`src/verilog/status_mirror_pkg.sv`:
```
package status_mirror_pkg;

  localparam logic [7:0] MIRROR_ADDR         = 8'h4D;
  localparam logic [7:0] MIRROR_RESET        = 8'h00;
  localparam logic [7:0] MASK_RESET          = 8'h00;
  localparam int         BIT_TWELVE_VOLT     = 0;
  localparam int         BIT_SECOND_CORE     = 1;
  localparam int         BIT_INTRUSION       = 4;
  localparam int         BIT_THERMAL_INPUT   = 5;
  localparam int         BIT_FIRST_DIODE     = 6;
  localparam int         BIT_SECOND_DIODE    = 7;
  localparam logic [7:0] DEFINED_BITS        = 8'hF3;
  localparam logic [7:0] MASKABLE_BITS       = 8'hF0;

endpackage : status_mirror_pkg

```
`src/verilog/status_flag_if.sv`:
```
`timescale 1ns/10ps
`default_nettype none
interface status_flag_if;
  logic [7:0] set_flags;
  logic       clear_all;
  logic [7:0] flags;
  modport owner (input set_flags, input clear_all, output flags);
  modport user  (output set_flags, output clear_all, input flags);
endinterface : status_flag_if
`default_nettype wire

```
`src/verilog/monitor_interrupt_status_mirror.sv`:
```
// Function
// - Bit 0 flags 12 V out of limits; bit 1 second core supply.
// - Bit 4 reads one once intrusion input has gone high.
// - Bit 5 flags thermal alert pin pulled low externally, not self-driven.
// - Bit 6 flags first remote diode shorted or open.
// - Bit 7 flags second remote diode shorted or open.
// - Read-only 8-bit mirror at address 4Dh, zero at power-on.
// - Mask bit one keeps that source off the interrupt output for bits 4 to 7; bits 0 and 1 cannot be masked.
`timescale 1ns/10ps
`default_nettype none
module monitor_interrupt_status_mirror
  import status_mirror_pkg::*;
(
  // Clock and reset
  input  wire logic        ref_clk,
  input  wire logic        reset_n,
  // Error sources from the measurement datapath
  input  wire logic        twelve_volt_error,
  input  wire logic        second_core_supply_error,
  input  wire logic        intrusion_detect,
  input  wire logic        thermal_alert_pin_in,
  input  wire logic        thermal_alert_pin_driving,
  input  wire logic        first_remote_diode_fault,
  input  wire logic        second_remote_diode_fault,
  // Status clear and mask from the primary status logic
  input  wire logic        status_clear,
  input  wire logic [7:0]  mask_bits,
  // Register read port
  input  wire logic        reg_read,
  input  wire logic [7:0]  reg_addr,
  output logic      [7:0]  reg_rdata,
  output logic             reg_rvalid,
  // Interrupt request from this group
  output logic             int_request
);

  // Flags live in their own bank so set-against-clear priority sits in one place
  status_flag_if flags_bus ();

  status_flag_bank u_bank (
    .ref_clk (ref_clk),
    .reset_n (reset_n),
    .bank    (flags_bus.owner)
  );

  // Per-source set requests
  logic       twelve_volt_set;
  logic       second_core_set;
  logic       intrusion_set;
  logic       thermal_input_set;
  logic       first_diode_set;
  logic       second_diode_set;
  logic [7:0] set_vec;

  // Intrusion edge detector
  logic       intrusion_reg;
  logic       intrusion_next;

  // Read path
  logic       read_hit;
  logic       read_miss;
  logic [7:0] rdata_reg;
  logic [7:0] rdata_next;
  logic       rvalid_reg;
  logic       rvalid_next;

  // Interrupt path
  wire logic [7:0] enable_vec;
  logic [7:0] pending_vec;
  logic       int_reg;
  logic       int_next;

  function automatic logic addr_hit(input logic [7:0] a);
    addr_hit = (a == MIRROR_ADDR);
  endfunction : addr_hit

  function automatic logic is_defined(input int idx);
    is_defined = DEFINED_BITS[idx];
  endfunction : is_defined

  function automatic logic is_maskable(input int idx);
    is_maskable = MASKABLE_BITS[idx];
  endfunction : is_maskable

  // Source conditions, one set request each
  always_comb begin
    twelve_volt_set   = twelve_volt_error;
    second_core_set   = second_core_supply_error;
    // Rising edge only; a held-high input stays latched anyway
    intrusion_set     = intrusion_detect & ~intrusion_reg;
    // Low pin while we are not driving it means an outside source
    thermal_input_set = ~thermal_alert_pin_in & ~thermal_alert_pin_driving;
    first_diode_set   = first_remote_diode_fault;
    second_diode_set  = second_remote_diode_fault;
  end

  // Bits 2 and 3 have no source and stay zero
  always_comb begin
    set_vec                    = 8'h00;
    set_vec[BIT_TWELVE_VOLT]   = twelve_volt_set;
    set_vec[BIT_SECOND_CORE]   = second_core_set;
    set_vec[BIT_INTRUSION]     = intrusion_set;
    set_vec[BIT_THERMAL_INPUT] = thermal_input_set;
    set_vec[BIT_FIRST_DIODE]   = first_diode_set;
    set_vec[BIT_SECOND_DIODE]  = second_diode_set;
  end

  assign flags_bus.set_flags = set_vec;
  assign flags_bus.clear_all = status_clear;

  // Reset level matches the idle input, so no false edge after reset
  always_comb begin
    intrusion_next = intrusion_detect;
  end

  always_ff @(posedge ref_clk or negedge reset_n) begin
    if (!reset_n) begin
      intrusion_reg <= 1'b0;
    end else begin
      intrusion_reg <= intrusion_next;
    end
  end

  // A read only samples the flags, it never clears them
  always_comb begin
    read_hit    = reg_read & addr_hit(reg_addr);
    read_miss   = reg_read & ~addr_hit(reg_addr);
    rvalid_next = read_hit;
    rdata_next  = rdata_reg;
    if (read_hit) begin
      rdata_next = flags_bus.flags & DEFINED_BITS;
    end else if (read_miss) begin
      // Unmapped address returns zero rather than stale data
      rdata_next = 8'h00;
    end
  end

  always_ff @(posedge ref_clk or negedge reset_n) begin
    if (!reset_n) begin
      rdata_reg  <= MIRROR_RESET;
      rvalid_reg <= 1'b0;
    end else begin
      rdata_reg  <= rdata_next;
      rvalid_reg <= rvalid_next;
    end
  end

  // The mask gates only the output; the flag itself stays visible
  for (genvar gi = 0; gi < 8; gi++) begin : g_enable
    assign enable_vec[gi] = is_defined(gi) & (~is_maskable(gi) | ~mask_bits[gi]);
  end

  always_comb begin
    pending_vec = flags_bus.flags & enable_vec;
    int_next    = |pending_vec;
  end

  always_ff @(posedge ref_clk or negedge reset_n) begin
    if (!reset_n) begin
      int_reg <= 1'b0;
    end else begin
      int_reg <= int_next;
    end
  end

  // Outputs straight from their flip-flops
  assign reg_rdata   = rdata_reg;
  assign reg_rvalid  = rvalid_reg;
  assign int_request = int_reg;

endmodule : monitor_interrupt_status_mirror
`default_nettype wire

```
`src/verilog/status_flag_bank.sv`:
```
`timescale 1ns/10ps
`default_nettype none
module status_flag_bank
  import status_mirror_pkg::*;
(
  // Clock and reset
  input  wire logic        ref_clk,
  input  wire logic        reset_n,
  // Flag access
  status_flag_if.owner     bank
);

  logic [7:0] flag_reg;
  logic [7:0] flag_next;

  // Set wins over a clear in the same cycle, so no event is lost
  always_comb begin
    flag_next = bank.clear_all ? MIRROR_RESET : flag_reg;
    flag_next = (flag_next | bank.set_flags) & DEFINED_BITS;
  end

  always_ff @(posedge ref_clk or negedge reset_n) begin
    if (!reset_n) begin
      flag_reg <= MIRROR_RESET;
    end else begin
      flag_reg <= flag_next;
    end
  end

  assign bank.flags = flag_reg;

endmodule : status_flag_bank
`default_nettype wire

```
`config.mk`:
```
export PLATFORM = sky130hd
export DESIGN_NAME = monitor_interrupt_status_mirror
export DESIGN_NICKNAME = d
export VERILOG_FILES = /design/src/verilog/status_mirror_pkg.sv /design/src/verilog/status_flag_if.sv /design/src/verilog/monitor_interrupt_status_mirror.sv /design/src/verilog/status_flag_bank.sv
export SDC_FILE = /design/constraint.sdc
export NUM_CORES = 1
export LEC_CHECK = 0
export ABC_CLOCK_PERIOD_IN_PS = 1000
export BUFFER_PORTS_ARGS = -buffer_cell sky130_fd_sc_hd__buf_4
export CAP_MARGIN = 30
export CORE_MARGIN = 10
export CORE_UTILIZATION = 42
export CTS_BUF_LIST = sky130_fd_sc_hd__clkbuf_8
export DETAILED_ROUTE_END_ITERATION = 16
export PLACE_DENSITY = 0.79
export SETUP_SLACK_MARGIN = 0.2
export SYNTH_ARGS = -nofsm -noshare
export SYNTH_HDL_FRONTEND = slang
export SYNTH_SLANG_ARGS = --single-unit
export TNS_END_PERCENT = 30
```
`constraint.sdc`:
```
create_clock -name ref_clk -period 1 [get_ports ref_clk]
set_input_delay 0.1 -clock ref_clk [delete_from_list [all_inputs] [get_ports ref_clk]]
set_output_delay 0.1 -clock ref_clk [all_outputs]
set_load 0.02 [all_outputs]
```
==> results.md <==
- First-pass GRT wire length: roughly 2.3 mm
- Max-cap violations: 0
- Slew Viols, Final: 0
- Max clock buf depth: 2
- Pin count of the biggest net entering global routing: 16
- Row Count: 13
- Min cycle time layout: 0.992 ns
- Power density over the cells: roughly 1300 mW/mm^2
- Final Skew: ~0.0047 ns
- Deepest level of the CTS H-tree: 1
- Final clock period utilization by the worst path: between 90 and 100%
- Die span in y: 57.2 um
- Insertion delay to the later sink of the worst-skew pair: between 0.2 and 0.3 ns
- Number of inserted diodes: 0
- Slowest Stage Delay on Critical Path: between 0.3 and 0.4 ns
- Post-route standard cell area excluding fillers: 0.00103 sq mm
- Vias in the first global route: just over 500
- CP Capture Type: flip-flop
- Weighted congestion at the end of routability-driven global placement: approximately 0.76
- Number of detailed-route iterations in the first pass: 4
- Clk Tree Root Cell: sky130_fd_sc_hd__clkbuf_8
- NumNets Final: 114
- Placement Setup Slack: ~0.013 ns
- Count of warnings emitted by yosys: 0
- Family with the most delay on the worst path: compound AO/OA/AOI/OAI gates
- Final total negative setup slack: 0 ns
- Initial antenna violation count: 0
- Critical path required time: ~1.1 ns
- Area of the mapped netlist: roughly 580 sq um
- Sum of buffers and inverters on the critical path: 0
- Via density per instance: a little under 5
- Half-perimeter wire length after detailed placement: approximately 1.2 mm
- Clock tree from TritonCTS: yes
- Launching element type of the critical path: flip-flop
- Cell count after synthesis: 44
- Arrival time reported for the critical path endpoint: ~1.1 ns
- Leading post-synthesis cells by cell area: sky130_fd_sc_hd__dfrtp_1, sky130_fd_sc_hd__a22o_2, sky130_fd_sc_hd__a21o_1, sky130_fd_sc_hd__inv_1, sky130_fd_sc_hd__buf_4
- DRT Wirelength: around 1.6 mm
- Cell type of the slowest stage on the worst timing path: sky130_fd_sc_hd__dfrtp_1
- Number of endpoints failing setup at the final stage: 0
- Register area share after synthesis: 64.5%
- All-layer global routing usage: around 9%
- Top cell type's share of synthesized area: between 60% and 70%
- Launching point of the worst reg2reg path: u_bank.bank.flags[5]
- HP Class: input port to flip-flop
- Clock transition at the registers of the reported paths: around 0.060 ns
- Number of fill cells: between 70 and 80
- Unrepaired setup endpoints after global routing: yes
- Setup ws final: around 0.0084 ns
- Routed wire length per instance: between 15 and 20 um
- Highest clock rate: slightly above 1 GHz
- Post-synthesis area per instance: between 10 and 15 sq um
- Die area: 0.00327 sq mm
- PnR Total Power: 1310 uW
- Detailed-route DRC error count: 0
- Post-detailed-route count of antenna-violating nets: 0
- Number of register bits inferred by synthesis: 15
- Horizontal die dimension: 57.2 um
- Sinks on the clock net: 15
- Violation count after the first detailed-routing iteration: 14
- Area growth syn-to-layout: 77.4%
- Initial core utilization: 44.7%
- Class of the most critical setup path: flip-flop to flip-flop
- Leakage power: about 0.00056 uW
- Inserted Clock Buffers: 3
- Share of cells above drive strength 1: 58.1%
- Crit path from: u_bank.bank.flags[5]
- Status: complete, no violations
- Yosys cell types: 15
- Max VDD drop: around 1100 uV
- Cell area after placement: ~830 sq um
- IO Port Bufs: 30
- Worst min-delay path startpoint: thermal_alert_pin_in
- Total congestion overflow: 0
- Total I/O pin count: 37
- Total number of vias: around 500
- Final hold viol count: 0
- Sequence of cells on the critical path: a222oi_1 > o211ai_1
- Biggest fanout along the worst timing path: 2
- Core Region: ~0.0013 sq mm
- Cell accounting for the most synthesized area: sky130_fd_sc_hd__dfrtp_1
## cell usage in the layout (no fill, tap or decap)
master,instances
sky130_fd_sc_hd__buf_4,23
sky130_fd_sc_hd__buf_6,15
sky130_fd_sc_hd__dfrtp_1,14
sky130_fd_sc_hd__inv_1,7
sky130_fd_sc_hd__a22o_4,6
sky130_fd_sc_hd__a21o_1,4
sky130_fd_sc_hd__clkbuf_8,3
sky130_fd_sc_hd__conb_1,2
sky130_fd_sc_hd__dlygate4sd3_1,2
sky130_fd_sc_hd__nand4_1,1
sky130_fd_sc_hd__nor3_1,1
sky130_fd_sc_hd__and4bb_2,1
sky130_fd_sc_hd__o2bb2ai_1,1
sky130_fd_sc_hd__o22ai_1,1
sky130_fd_sc_hd__a222oi_1,1
sky130_fd_sc_hd__nor2_1,1
sky130_fd_sc_hd__o211ai_1,1
sky130_fd_sc_hd__clkinv_2,1
sky130_fd_sc_hd__dfrtp_2,1
## worst register-to-register path, delay by kind of cell (launching register included)
family,cells,cell delay (ns)
AOI/OAI and AO/OA,2,0.47
DFF,1,0.39
## final cells by class
class                   count  area [sq um]  area share (%)
multi-input cells          20           203            19.6
flip-flops and latches     15           377            36.5
inverters                   7          26.3            2.55
well taps                  15          18.8            1.82
clock buffers               3          41.3            4.00
repair buffers             40           362            35.0
clock inverters             1          5.00           0.485
## power by group
| part | internal, uW | total, uW | switching, uW |
|---|---|---|---|
| Combinational | 95.6 | 159 | 63.1 |
| Clock | 276 | 503 | 227 |
| Sequential | 629 | 646 | 16.9 |
## worst paths after layout
path                                        end  slack, ns  cells past startpoint
setup / recovery                    int_request      0.008                      2
hold / removal             u_bank.bank.flags[5]       0.01                      2
setup reg to reg                    int_request      0.008                      2
hold reg to reg            u_bank.bank.flags[4]       0.42                      1
max in group asynchronous          reg_rdata[1]       0.60                      2
min in group asynchronous  u_bank.bank.flags[6]       0.22                      2
## logic make-up (layout without fill, tap and decap cells)
kind of cell / count (synthesis) / in the layout / share of synthesized area [%]
compound gates: 14 / 14 / 21.1
flops: 15 / 15 / 64.5
buf+inv: 10 / 51 / 9.03
other cells: 1 / 2 / 0.645
simple gates: 4 / 4 / 4.73
## synth_stat cells
cell,n
sky130_fd_sc_hd__a21o_1,4
sky130_fd_sc_hd__a222oi_1,1
sky130_fd_sc_hd__a22o_2,6
sky130_fd_sc_hd__and4bb_1,1
sky130_fd_sc_hd__buf_4,2
sky130_fd_sc_hd__buf_6,1
sky130_fd_sc_hd__conb_1,1
sky130_fd_sc_hd__dfrtp_1,15
sky130_fd_sc_hd__inv_1,7
sky130_fd_sc_hd__nand4_1,1
sky130_fd_sc_hd__nor2_1,1
sky130_fd_sc_hd__nor3_1,1
sky130_fd_sc_hd__o211ai_1,1
sky130_fd_sc_hd__o22ai_1,1
sky130_fd_sc_hd__o2bb2ai_1,1
## stage by stage
step	instances	util, %	hold WS [ns]
4_1_cts	98	70.4	0.0148
3_3_place_gp	90	63.6	-0.0396
3_5_place_dp	90	63.6	-0.0381
5_1_grt	101	79.3	0.0155
2_1_floorplan	45	-	-0.196
6_report	101	79.3	0.0121
## layer usage
metal  GRT usage [%]  up-vias  wire length (um)
li1                -      235                 -
met1            8.83      235               608
met2            14.6       24               823
met3            5.97        5               160
met4            4.03        0                36
met5               0        -                 0
## what timing repair did
action                                 in CTS  in global routing
setup endpoints to repair                  12                 16
pin swaps                                   0                  6
cloned                                      0                  0
buffers inserted                            2                  3
endpoints found under the hold margin      16                  0
gates resized for setup                     2                 20
hold buffers                                2                  0
Power figures use the tool's default switching activity.
